===== src/design/eic_defs.vh =====
// constants for the external interrupt controller register block
// Overview of operation
// - the nonmaskable flag at bit 0 sets when the nonmaskable input meets its sense and requests while set.
// - writing one to the nonmaskable flag clears it, writing zero leaves it.
// - reserved bits read as zero and software writes zero to them.
// - each event output enable bit passes or blocks the event of its line on every detection.
// - writing one to a bit of the enable clear register clears that line's interrupt enable.
// - writing one to a bit of the enable set register sets that line's interrupt enable.
// - set and clear registers share one enable vector and both read back its state.
// - a line flag sets when the line meets its sense and requests only if its enable is one.
// - sense codes are none, rise, fall, both, high, low, with 6 and 7 reserved.
`ifndef EIC_DEFS_VH
`define EIC_DEFS_VH
`define EIC_ADDR_W 8
`define EIC_OFF_NMICTL 8'h02
`define EIC_OFF_NONMASKABLE_FLAG 8'h03
`define EIC_OFF_EVOUT 8'h04
`define EIC_OFF_ENCLR 8'h08
`define EIC_OFF_ENSET 8'h0c
`define EIC_OFF_LFLAG 8'h10
`define EIC_OFF_SENSE 8'h18
`define EIC_OFF_STAT 8'h20
`define EIC_OFF_STCLR 8'h24
`define EIC_OFF_STEN 8'h28
`define EIC_SENSE_NONE 3'h0
`define EIC_SENSE_RISE 3'h1
`define EIC_SENSE_FALL 3'h2
`define EIC_SENSE_BOTH 3'h3
`define EIC_SENSE_HIGH 3'h4
`define EIC_SENSE_LOW 3'h5
`define EIC_SENSE_W 3
`define EIC_NMI_BIT 0
`define EIC_ST_NMI 0
`define EIC_ST_LINE 1
`define EIC_ST_W 2
`endif


===== src/design/eic_regs.v =====
// external interrupt controller register block: flags, enables, events
//
// The address-and-strobe port was decided locally.
`timescale 1ns/1ps
`include "eic_defs.vh"
module eic_regs #(
	parameter NLINES = 8
) (
	input wire clk,
	input wire rst_n,
	input wire [7:0] regAddr,
	input wire [31:0] regWdata,
	input wire regWr,
	input wire regRd,
	output reg [31:0] regRdata,
	input wire nonmaskablePin,
	input wire [NLINES-1:0] externalLinePin,
	output wire nmiReq,
	output wire lineIrqReq,
	output wire [NLINES-1:0] lineEventOut,
	output wire irqOut
);
	reg nonmaskable_flag_r;
	reg [`EIC_SENSE_W-1:0] nonmaskable_sense_select_r;
	reg [NLINES-1:0] evOutEn_r;
	reg [NLINES-1:0] irqEn_r;
	reg [NLINES-1:0] lineFlag_r;
	reg [3*NLINES-1:0] lineSense_r;
	reg [`EIC_ST_W-1:0] stat_r;
	reg [`EIC_ST_W-1:0] statEn_r;
	reg [31:0] rdNxt;
	wire nmiHit;
	wire [NLINES-1:0] lineHit;
	wire [`EIC_ST_W-1:0] statEvt;
	genvar g;

	// true when a write hits the given offset
	function wrHit;
		input [7:0] a;
		input [7:0] off;
		input w;
		begin
			wrHit = w & (a == off);
		end
	endfunction

	// nonmaskable input detector
	eic_sense_det uNmiDet (
		.clk(clk),
		.rst_n(rst_n),
		.pinIn(nonmaskablePin),
		.senseSel(nonmaskable_sense_select_r),
		.hit(nmiHit)
	);

	// one detector per external line
	generate
		for (g = 0; g < NLINES; g = g + 1) begin : gLine
			eic_sense_det uDet (
				.clk(clk),
				.rst_n(rst_n),
				.pinIn(externalLinePin[g]),
				.senseSel(lineSense_r[`EIC_SENSE_W*g +: `EIC_SENSE_W]),
				.hit(lineHit[g])
			);
		end
	endgenerate

	// nonmaskable flag: a detection in the clearing cycle wins over the clear
	always @(posedge clk or negedge rst_n) begin
		if (!rst_n) begin
			nonmaskable_flag_r <= 1'h0;
		end else if (nmiHit) begin
			nonmaskable_flag_r <= 1'h1;
		end else if (wrHit(regAddr, `EIC_OFF_NONMASKABLE_FLAG, regWr) && regWdata[`EIC_NMI_BIT]) begin
			nonmaskable_flag_r <= 1'h0;
		end
	end

	// configuration registers, shared enable vector
	always @(posedge clk or negedge rst_n) begin
		if (!rst_n) begin
			nonmaskable_sense_select_r <= `EIC_SENSE_NONE;
			evOutEn_r <= {NLINES{1'b0}};
			irqEn_r <= {NLINES{1'b0}};
			lineSense_r <= {3*NLINES{1'b0}};
			statEn_r <= {`EIC_ST_W{1'b0}};
		end else begin
			if (wrHit(regAddr, `EIC_OFF_NMICTL, regWr))
				nonmaskable_sense_select_r <= regWdata[`EIC_SENSE_W-1:0];
			if (wrHit(regAddr, `EIC_OFF_EVOUT, regWr))
				evOutEn_r <= regWdata[NLINES-1:0];
			// one register, two views: clear then set, never both in one cycle
			if (wrHit(regAddr, `EIC_OFF_ENCLR, regWr))
				irqEn_r <= irqEn_r & ~regWdata[NLINES-1:0];
			else if (wrHit(regAddr, `EIC_OFF_ENSET, regWr))
				irqEn_r <= irqEn_r | regWdata[NLINES-1:0];
			if (wrHit(regAddr, `EIC_OFF_SENSE, regWr))
				lineSense_r <= regWdata[3*NLINES-1:0];
			if (wrHit(regAddr, `EIC_OFF_STEN, regWr))
				statEn_r <= regWdata[`EIC_ST_W-1:0];
		end
	end

	// per-line flags, write one to clear, detection wins
	always @(posedge clk or negedge rst_n) begin
		if (!rst_n) begin
			lineFlag_r <= {NLINES{1'b0}};
		end else if (wrHit(regAddr, `EIC_OFF_LFLAG, regWr)) begin
			lineFlag_r <= (lineFlag_r & ~regWdata[NLINES-1:0]) | lineHit;
		end else begin
			lineFlag_r <= lineFlag_r | lineHit;
		end
	end

	// sticky interrupt status, set beats the clear register
	assign statEvt = {|lineHit, nmiHit};
	always @(posedge clk or negedge rst_n) begin
		if (!rst_n) begin
			stat_r <= {`EIC_ST_W{1'b0}};
		end else if (wrHit(regAddr, `EIC_OFF_STCLR, regWr)) begin
			stat_r <= (stat_r & ~regWdata[`EIC_ST_W-1:0]) | statEvt;
		end else begin
			stat_r <= stat_r | statEvt;
		end
	end

	// readback, reserved bits zero; write-only clear reads zero
	always @* begin
		rdNxt = 32'h0;
		case (regAddr)
			`EIC_OFF_NMICTL: rdNxt[`EIC_SENSE_W-1:0] = nonmaskable_sense_select_r;
			`EIC_OFF_NONMASKABLE_FLAG: rdNxt[`EIC_NMI_BIT] = nonmaskable_flag_r;
			`EIC_OFF_EVOUT: rdNxt[NLINES-1:0] = evOutEn_r;
			`EIC_OFF_ENCLR: rdNxt[NLINES-1:0] = irqEn_r;
			`EIC_OFF_ENSET: rdNxt[NLINES-1:0] = irqEn_r;
			`EIC_OFF_LFLAG: rdNxt[NLINES-1:0] = lineFlag_r;
			`EIC_OFF_SENSE: rdNxt[3*NLINES-1:0] = lineSense_r;
			`EIC_OFF_STAT: rdNxt[`EIC_ST_W-1:0] = stat_r;
			`EIC_OFF_STEN: rdNxt[`EIC_ST_W-1:0] = statEn_r;
			default: rdNxt = 32'h0;
		endcase
	end

	// read data valid only in the cycle after the strobe
	always @(posedge clk or negedge rst_n) begin
		if (!rst_n)
			regRdata <= 32'h0;
		else if (regRd)
			regRdata <= rdNxt;
		else
			regRdata <= 32'h0;
	end

	assign nmiReq = nonmaskable_flag_r;
	assign lineIrqReq = |(lineFlag_r & irqEn_r);
	// events follow detection: single-cycle pulses for edge senses, held high while a level sense matches
	assign lineEventOut = lineHit & evOutEn_r;
	assign irqOut = |(stat_r & statEn_r);
endmodule // eic_regs


===== src/design/eic_sense_det.v =====
// one input sense detector: synchroniser, edge and level match
`timescale 1ns/1ps
`include "eic_defs.vh"
module eic_sense_det (
	input wire clk,
	input wire rst_n,
	input wire pinIn,
	input wire [2:0] senseSel,
	output wire hit
);
	reg sync1_r;
	reg sync2_r;
	reg prev_r;
	reg hitC;
	// two stages before any logic looks at the pin
	always @(posedge clk or negedge rst_n) begin
		if (!rst_n) begin
			sync1_r <= 1'h0;
			sync2_r <= 1'h0;
			prev_r <= 1'h0;
		end else begin
			sync1_r <= pinIn;
			sync2_r <= sync1_r;
			prev_r <= sync2_r;
		end
	end
	// sense decode, reserved codes detect nothing
	always @* begin
		case (senseSel)
			`EIC_SENSE_RISE: hitC = sync2_r & ~prev_r;
			`EIC_SENSE_FALL: hitC = ~sync2_r & prev_r;
			`EIC_SENSE_BOTH: hitC = sync2_r ^ prev_r;
			`EIC_SENSE_HIGH: hitC = sync2_r;
			`EIC_SENSE_LOW: hitC = ~sync2_r;
			default: hitC = 1'h0;
		endcase
	end
	assign hit = hitC;
endmodule // eic_sense_det


===== config.mk =====
export PLATFORM = sky130hd
export DESIGN_NAME = eic_regs
export DESIGN_NICKNAME = d
export VERILOG_FILES = /design/src/design/eic_regs.v /design/src/design/eic_sense_det.v
export VERILOG_INCLUDE_DIRS = /design/src /design/src/design
export SDC_FILE = /design/constraint.sdc
export NUM_CORES = 1
export LEC_CHECK = 0
export BUFFER_PORTS_ARGS = -buffer_cell sky130_fd_sc_hd__buf_2
export CORE_MARGIN = 3
export CORE_UTILIZATION = 55
export CTS_CLUSTER_SIZE = 24
export DETAILED_ROUTE_END_ITERATION = 10
export GPL_TIMING_DRIVEN = 0
export PLACE_DENSITY = 0.79
export SYNTH_ARGS = -nofsm -noshare
export SYNTH_HDL_FRONTEND = slang
export SYNTH_SLANG_ARGS = --single-unit

===== constraint.sdc =====
create_clock -name clk -period 2.9 [get_ports clk]
set_input_delay 0 -clock clk [delete_from_list [all_inputs] [get_ports clk]]
set_output_delay 0 -clock clk [all_outputs]
set_load 0.01 [all_outputs]

==> impl_metrics.ini, run 1 <==
[status]
outcome = complete, no violations

[route]
viasPerCell = 5.572
drt_iter0_markers = 180
routed_wl_mm = 11.35
wire_per_inst_um = 17.27
drtPass1Iterations = 5
drc = 0
ant_nets = 0
vias = 3661

[logic_synthesis]
synth_most_common_cell = dfrtp_1
yosys_warnings = 0
yosysUniqueCellTypes = 54
synth_top_area_share_pct = 54.15
synth_largest_area_cell = dfrtp_1
synthTopCellsByArea = dfrtp_1 54%, mux2_2 11%, ha_1 4.6%
synthTopCellsByCount = 107 x dfrtp_1, 48 x mux2_2, 37 x nand2_1
synthFlopType = dfrtp_1
synth_edf_count = 0
ys_ff_latch = 107
avgSynthCellArea_um2 = 11.89
synthCells = 416
synth_area_um2 = 4945
ys_async_sr_fraction_pct = 100.0
ys_seq_area_share_pct = 54.15

[floorplan]
row_count = 33
die_x_um = 100.8
core_area_um2 = 8464
start_util_pct = 58.42
die_area_um2 = 10160
die_h_um = 100.8
ios = 96

[global_routing]
grt_pass1_vias = 3754
antenna_found_initial = 0
grt_util_all_layers_pct = 23.37
grt_overflow = 0
grt_start_max_net_pins = 72
grt_pass1_wl_mm = 18.32

[worst_setup_path]
critPathSlowestCell = or4_1
required_ps = 3150
timing.rr.start = gLine[2].uDet.sync2_r
end_kind = register
worstSetupPathType = reg2reg
worstPathMaxFanout = 4
crit_path_cell_trace = ha_1 > a21oi_1 > a211o_1 > o21ai_0 > or4_1 > or4b_1
worstSetupStartpointType = register
cpLargestDelayFamily = simple AND/OR/NAND/NOR gates
slowest_delay_ps = 590
r2r_cells = 6
r2r-end = stat_r[1]
crit_arrival_ps = 2610
cp_num_buf_inv = 0
ff2ff_setup_slack_ps = 530

[sta]
max_freq_ghz = 0.4227
setup_tns_ps = 0
rsz0062_at_grt = false
timing.final.hold_violations = 0
setup_violations = 0
min_period_over_period_pct = 81.57
max-slew-margin-rel_pct = 44.05
whs_ps = 65.67
worst_pin_slew_ps = 832.9
maxSlewViolCount = 0
fin_skew_ps = 11.85
min_period_ps = 2366

[finish]
multi_input_area_um2 = 2073
fill_cells = 629
area_growth_pct = 22.60
seqCellArea_um2 = 2678
drive_gt1_share_pct = 30.98
final_nets = 618
antenna_cells = 0

[clock_tree]
cts_tree = done
clk_pin_slew_ps = 110
cts_buffers = 9
postCtsSetupRepairBufs = 0
worstSkewPairLatency_ps = 370
cts-root-buf = clkbuf_8
h-tree-depth = 3
clockBufferDepth = 2
cts_resized = 0
clock-sinks = 107

[hold_path]
hold_depth = 4
hold_class = in2reg
min_to = stat_r[0]
worstHoldStart = regWr

[power_and_ir_drop]
p_total_uw = 2855
power.density_nw_per_um2 = 471.0
ir_worst_vdd_v = 0.0003638
p_leak_uw = 0.003011

[place]
portBuffers = 76
gp_congestion = 0.8830
dp_hpwl_mm = 7.999

[run]
cap_viol_max_count = 0
==> worst reg2reg max path: cells and delay by family (launching register included) <==
family / cells / cell delay (ps)
AO/OA/AOI/OAI: 3 / 500
AND/OR/NAND/NOR: 2 / 1100
adder cells (fa/ha/maj): 1 / 200
flip-flops: 1 / 440
==> flip-flops by register name, summed over array words and instances, names as in the netlist, named ones only <==
signal / flops
nmiReq: 1
lineFlag_r: 8
uNmiDet.sync2_r: 1
gLine.uDet.sync2_r: 8
nonmaskable_sense_select_r: 3
regRdata: 24
evOutEn_r: 8
gLine.uDet.prev_r: 8
lineSense_r: 24
stat_r: 2
statEn_r: 2
uNmiDet.sync1_r: 1
gLine.uDet.sync1_r: 8
uNmiDet.prev_r: 1
==> power by group <==
group          total [µW]  switching (µW)  leakage, µW  internal [µW]
logic                 328             158      0.00154            170
registers            1670            86.3      0.00138           1580
clock network         862             517    0.0000954            345
==> timing repair <==
| action | 4_1_cts | 5_1_grt |
|---|---|---|
| hold buffers | 36 | 0 |
| endpoints found under the setup margin | 0 | 0 |
| endpoints found under the hold margin | 96 | 0 |
==> kinds of logic after synthesis <==
group	synth area share, %
XOR/XNOR	1.240
multiplexers	12.55
AO/OA/AOI/OAI	10.15
other	0.07584
buffers and inverters	4.453
AND/OR/NAND/NOR	12.83
adder cells (fa/ha/maj)	4.555
flip-flops	54.15
==> cell usage in the layout (no fill, tap or decap), drive strengths merged, types with 3 or more instances in the layout <==
master,Yosys,routed
o21ai,15,15
nor2,9,9
nand3,6,6
xnor2,4,4
a22oi,10,10
xor2,3,3
nor4,3,3
ha,18,18
a21o,7,7
nor3,4,4
buf,13,90
inv,30,31
nand4,3,3
clkbuf,5,15
mux2,48,48
dfrtp,107,107
clkinv,0,4
nor2b,6,6
dlygate4sd3,0,36
a211o,4,4
conb,1,8
or2b,4,4
and2,26,26
a21boi,3,3
a21oi,9,9
o211ai,3,3
nand2,37,37
mux2i,8,8
a22o,9,9
==> how the worst max path moves through the flow <==
stage                     slack, ps         to                  start  cells past startpoint
after CTS                       550  stat_r[1]  gLine[2].uDet.sync2_r                      6
after global routing            420  stat_r[1]  gLine[2].uDet.sync2_r                      6
after global placement          630  stat_r[1]  gLine[2].uDet.sync2_r                      6
after floorplan                 890  stat_r[1]  gLine[3].uDet.sync2_r                      6
final                           530  stat_r[1]  gLine[2].uDet.sync2_r                      6
after detailed placement        580  stat_r[1]  gLine[2].uDet.sync2_r                      6
==> routing by layer <==
layer  vias up  global-route usage (%)  wire length (µm)
met5         -                       0                 0
met4         0                   8.187               218
met3        17                   4.983               827
met2       149                   38.48              5561
met1      1802                   30.71              4741
li1       1693                       -                 -
==> metrics by stage <==
stage | std cells | instance area [µm²] | setup WS [ps] | utilization [%]
final | 657 | 6062 | 534.4 | 71.62
after global placement | 604 | 5483 | 629.9 | 64.77
after global routing | 657 | 6062 | 415.5 | 71.62
after floorplan | 423 | 4971 | 891.0 | -
after CTS | 657 | 6062 | 548.5 | 71.62
after detailed placement | 605 | 5513 | 583.3 | 65.13
==> layout make-up <==
class	instances	area share [%]
inverters	30	1.858
clock buffers	10	2.270
clock inverters	6	0.8462
plain buffers	18	1.775
well taps	105	2.167
flip-flops and latches	107	44.17
multi-input cells	268	34.20
repair buffers	113	12.71
Power figures use the tool's default switching activity.
==> run 2, diff against run 1 <==
--- a/config.mk
+++ b/config.mk
@@ -8,11 +8,11 @@
 export LEC_CHECK = 0
 export BUFFER_PORTS_ARGS = -buffer_cell sky130_fd_sc_hd__buf_2
 export CORE_MARGIN = 3
-export CORE_UTILIZATION = 55
+export CORE_UTILIZATION = 50
 export CTS_CLUSTER_SIZE = 24
 export DETAILED_ROUTE_END_ITERATION = 10
 export GPL_TIMING_DRIVEN = 0
-export PLACE_DENSITY = 0.79
+export PLACE_DENSITY = 0.76
 export SYNTH_ARGS = -nofsm -noshare
 export SYNTH_HDL_FRONTEND = slang
 export SYNTH_SLANG_ARGS = --single-unit
==> constraint.sdc (replaced) <==
create_clock -name clk -period 2.1 [get_ports clk]
set_input_delay 0 -clock clk [delete_from_list [all_inputs] [get_ports clk]]
set_output_delay 0 -clock clk [all_outputs]
set_load 0.01 [all_outputs]
==> run 2 against run 1 <==
Against the previous run: the run now ends with negative setup slack left; fmax up 13%; hold slack gained 37 ps; critical path depth is the same; non-clock buffer count grew 7; clock-buffer cell count is 2 higher; first-iteration DRC count up 38%; design area rose by 2.7%; combinational power is 48% higher; wire length up 2.3%; sequential cell count unchanged; core utilization down 5.5 points; critical endpoint unchanged; largest cell class unchanged; largest power group unchanged.
==> impl_metrics.ini, run 2 (synthesis results as in run 1) <==
[global_routing]
grt_pass1_vias = 3840
grt_start_max_net_pins = 66
grt_overflow = 0
grt_util_all_layers_pct = 21.34
grt_pass1_wl_mm = 18.47
antenna_found_initial = 0

[worst_setup_path]
crit_path_cell_trace = ha_4 > a21oi_1 > a211o_1 > o21ai_2 > or4_4 > or4b_1
cpLargestDelayFamily = simple AND/OR/NAND/NOR gates
worstSetupPathType = reg2reg
required_ps = 2350
cp_num_buf_inv = 0
critPathSlowestCell = or4_4
slowest_delay_ps = 480
worstSetupStartpointType = register
crit_arrival_ps = 2350
worstPathMaxFanout = 4
ff2ff_setup_slack_ps = -2
end_kind = register

[route]
drtPass1Iterations = 5
ant_nets = 0
drt_iter0_markers = 249
drc = 0
routed_wl_mm = 11.61
vias = 3630
viasPerCell = 5.284
wire_per_inst_um = 16.90

[sta]
fin_skew_ps = 15.37
min_period_ps = 2102
whs_ps = 102.6
min_period_over_period_pct = 100.1
worst_pin_slew_ps = 800.2
rsz0062_at_grt = true
max_freq_ghz = 0.4758
timing.final.hold_violations = 0
maxSlewViolCount = 0
max-slew-margin-rel_pct = 46.65
setup_ws_ps = -1.712
setup_tns_ps = -1.712
setup_violations = 1

[floorplan]
ios = 96
start_util_pct = 52.52
die_h_um = 105.4
row_count = 35
core_area_um2 = 9415
die_x_um = 105.4
die_area_um2 = 11120

[clock_tree]
clk_pin_slew_ps = 100
cts-root-buf = clkbuf_8
worstSkewPairLatency_ps = 370
h-tree-depth = 3
cts_tree = done
clock-sinks = 107
clockBufferDepth = 2
cts_buffers = 9

[finish]
reg_top3 = lineSense_r (24), regRdata (24)
drive_gt1_share_pct = 33.69
final_cell_mix = 106 x dfrtp_1, 79 x buf_2, 48 x mux2_2, 37 x nand2_1, 36 x dlygate4sd3_1
fin_util_pct = 66.10
instances_no_fill = 687
antenna_cells = 0
final_common_cell = dfrtp_1
area_growth_pct = 25.86
final_nets = 625

[power_and_ir_drop]
power.density_nw_per_um2 = 657.2
p_leak_uw = 0.003064
ir_worst_vdd_v = 0.0004507

[run]
cap_viol_max_count = 0

[place]
gp_congestion = 0.8943
dp.cells = 629
dp_hpwl_mm = 7.844
preCtsSetupSlack_ps = -197.3
portBuffers = 76

[status]
violations = negative setup slack
outcome = complete, but fails checks

[hold_path]
hold_class = in2reg
-- run 2: cell count changes in the layout (fill, tap and decap cells not counted), sizes merged --
cell,delta
buf,+7
bufinv,+1
clkbuf,+2
clkinv,-3
inv,-1
-- run 2: power by group --
| group | internal (µW) | switching [µW] |
|---|---|---|
| clock network | 645 | 661 |
| registers | 2180 | 118 |
| logic | 253 | 232 |
-- run 2: tightest hold or removal path, cell delays in order --
cell and delay (ps):
buf_2 160, nand4_1 130, o21ai_0 90, nand2_1 60
-- run 2: path summary, 6_finish.rpt --
check | from | cells after the start | to
setup / recovery | gLine[2].uDet.sync2_r | 6 | stat_r[1]
hold / removal | regWr | 4 | nmiReq
setup reg to reg | gLine[2].uDet.sync2_r | 6 | stat_r[1]
hold reg to reg | gLine[5].uDet.sync1_r | 0 | gLine[5].uDet.sync2_r
max in group asynchronous | rst_n | 3 | gLine[1].uDet.prev_r
min in group asynchronous | rst_n | 2 | lineSense_r[20]
-- run 2: area by class of cell --
class / count / area [µm²]
Buffer: 18 / 107.6
Clock buffer: 12 / 165.2
Clock inverter: 3 / 46.29
Fill cell: 723 / 3192
Inverter: 30 / 112.6
Multi-Input combinational cell: 268 / 2136
Sequential cell: 107 / 2679
Tap cell: 129 / 161.4
Timing Repair Buffer: 120 / 815.8
-- run 2: what timing repair did --
item / in CTS / in global routing
setup buffers: 5 / 2
resized for setup: 8 / 8
setup endpoints to repair: 3 / 12
pin swaps: 5 / 2
hold endpoints to repair: 123 / 0
hold buffers: 36 / 0
-- run 2: per-stage QoR --
step           power (µW)  area (µm²)
6_report             4090        6223
3_5_place_dp         2736        5535
2_1_floorplan        2533        4971
4_1_cts              4123        6163
5_1_grt              4281        6223
3_3_place_gp         2706        5513
-- run 2: metal layers --
metal | GRT usage (%) | up-vias | part of all wire [%]
li1 | - | 1703 | -
met1 | 27.39 | 1777 | 42
met2 | 33.93 | 133 | 49
met3 | 6.430 | 17 | 6.7
met4 | 8.435 | 0 | 2.1
met5 | 0 | - | 0
==> run 3, diff against run 2 <==
--- a/config.mk
+++ b/config.mk
@@ -8,11 +8,12 @@
 export LEC_CHECK = 0
 export BUFFER_PORTS_ARGS = -buffer_cell sky130_fd_sc_hd__buf_2
 export CORE_MARGIN = 3
-export CORE_UTILIZATION = 50
+export CORE_UTILIZATION = 30
 export CTS_CLUSTER_SIZE = 24
 export DETAILED_ROUTE_END_ITERATION = 10
 export GPL_TIMING_DRIVEN = 0
-export PLACE_DENSITY = 0.76
+export MAX_ROUTING_LAYER = met4
+export PLACE_DENSITY = 0.5
 export SYNTH_ARGS = -nofsm -noshare
 export SYNTH_HDL_FRONTEND = slang
 export SYNTH_SLANG_ARGS = --single-unit
==> run 3 against run 2 <==
Against the previous run: the flow still finishes with violations (negative setup slack); clock-buffer cell count shrank 1; first-iteration DRC count is 53% lower; clock skew is 5.1 ps lower; die area is 62% higher; sequential cell count stayed put; register-to-register slack about the same; largest cell class unchanged.
==> impl_metrics.ini, run 3 (synthesis results as in run 1) <==
[route]
drt_iter0_markers = 117
routed_wl_mm = 11.87
viasPerCell = 4.554
vias = 3525
drc = 0
ant_nets = 0
wire_per_inst_um = 15.34
drtPass1Iterations = 4

[finish]
drive_gt1_share_pct = 32.68
seqCellArea_um2 = 2678
final_nets = 623
final_cell_mix = 107 x dfrtp_1, 79 x buf_2, 48 x mux2_2, 37 x nand2_1, 35 x dlygate4sd3_1
reg_top3 = lineSense_r (24), regRdata (24)
multi_input_area_um2 = 2096
instances_no_fill = 774
area_growth_pct = 29.07
fill_cells = 1576
final_common_cell = dfrtp_1

[status]
outcome = complete, but fails checks
violations = negative setup slack

[clock_tree]
cts_buffers = 9
clock-sinks = 107
cts_tree = done
clockBufferDepth = 2
clk_pin_slew_ps = 70
worstSkewPairLatency_ps = 350
h-tree-depth = 3
cts-root-buf = clkbuf_16

[sta]
worst_pin_slew_ps = 979.3
setup_violations = 1
rsz0062_at_grt = true
fin_skew_ps = 10.31
max-slew-margin-rel_pct = 34.21
timing.final.hold_violations = 0
setup_ws_ps = -4.742
whs_ps = 26.11
min_period_ps = 2105
max_freq_ghz = 0.4751
min_period_over_period_pct = 100.2
maxSlewViolCount = 0

[worst_setup_path]
worstSetupPathType = reg2reg
crit_arrival_ps = 2330
worstSetupStartpointType = register
worstPathMaxFanout = 4
required_ps = 2330
end_kind = register

[run]
cap_viol_max_count = 0

[global_routing]
grt_pass1_vias = 3567
antenna_found_initial = 0
grt_pass1_wl_mm = 19.23
grt_start_max_net_pins = 66
grt_util_all_layers_pct = 14.16
grt_overflow = 0

[floorplan]
die_area_um2 = 18060
start_util_pct = 30.90
ios = 96
core_area_um2 = 16000
die_h_um = 134.4
die_x_um = 134.4
row_count = 46

[power_and_ir_drop]
p_leak_uw = 0.003106
power.density_nw_per_um2 = 709.5
ir_worst_vdd_v = 0.0004156
p_total_uw = 4528

[place]
dp_hpwl_mm = 8.501
dp.cells = 716
portBuffers = 76
gp_congestion = 0.8220

[hold_path]
hold_class = in2reg
==> run 3: changes by cell type in the layout (fill, tap and decap cells not counted), moves of 2 or more <==
cell,previous run,this run
clkbuf_8,12,2
clkbuf_16,0,9
clkinv_2,0,2
inv_6,0,2
==> run 3: routing by layer <==
metal  track usage, %  wire [µm]  up-vias
li1                 -          -     1707
met1            18.30       5439     1716
met2            22.49       5783       88
met3            3.713        521       14
met4            3.224        126        0
met5                -          0        -
==> run 3: path summary, 6_finish.rpt <==
| check | from | end | slack, ps | cells past startpoint |
|---|---|---|---|---|
| max in group asynchronous | rst_n | regRdata[23] | 1190 | 3 |
| setup / recovery | gLine[3].uDet.sync2_r | stat_r[1] | -5 | 6 |
| min in group asynchronous | rst_n | regRdata[3] | 190 | 2 |
| setup reg to reg | gLine[3].uDet.sync2_r | stat_r[1] | -5 | 6 |
| hold reg to reg | gLine[5].uDet.sync1_r | gLine[5].uDet.sync2_r | 350 | 0 |
| hold / removal | regAddr[0] | nmiReq | 30 | 4 |
==> run 3: what timing repair did <==
action                     4_1_cts  5_1_grt
setup endpoints to repair        3        1
hold buffers                    35        0
buffers inserted                 5        1
hold endpoints to repair        95        0
cloned                           0        0
pin swaps                        6        0
gates resized for setup          9        0
==> run 3: layout make-up <==
cell class	count	area share, %
clock inverters	5	0.9018
inverters	30	1.764
clock buffers	11	3.960
multi-input cells	268	32.84
well taps	216	4.234
diodes	1	0.03921
repair buffers	118	12.62
plain buffers	18	1.686
flip-flops and latches	107	41.95
==> run 3: power breakdown <==
group	switching, µW	internal (µW)
Combinational	223	247
Sequential	117	2180
Clock	764	995
Total	1100	3420
==> run 3: metrics by stage <==
stage | TNS [ps] | utilization [%] | setup slack [ps] | area (µm²)
after floorplan | 0 | - | 91.03 | 4971
after global placement | -28490 | 35.13 | -275.4 | 5622
after detailed placement | -168.3 | 35.32 | -168.3 | 5652
after CTS | -14.58 | 39.83 | -14.58 | 6372
after global routing | -110.2 | 39.87 | -110.2 | 6380
final | -4.742 | 39.89 | -4.742 | 6382
==> run 3: worst max-delay path, stage by stage (launching register included) <==
cell     delay [ps]
dfrtp_1         420
ha_1            290
inv_1            30
mux2i_1         150
o21ai_2         100
or4_4           500
or4b_1          480
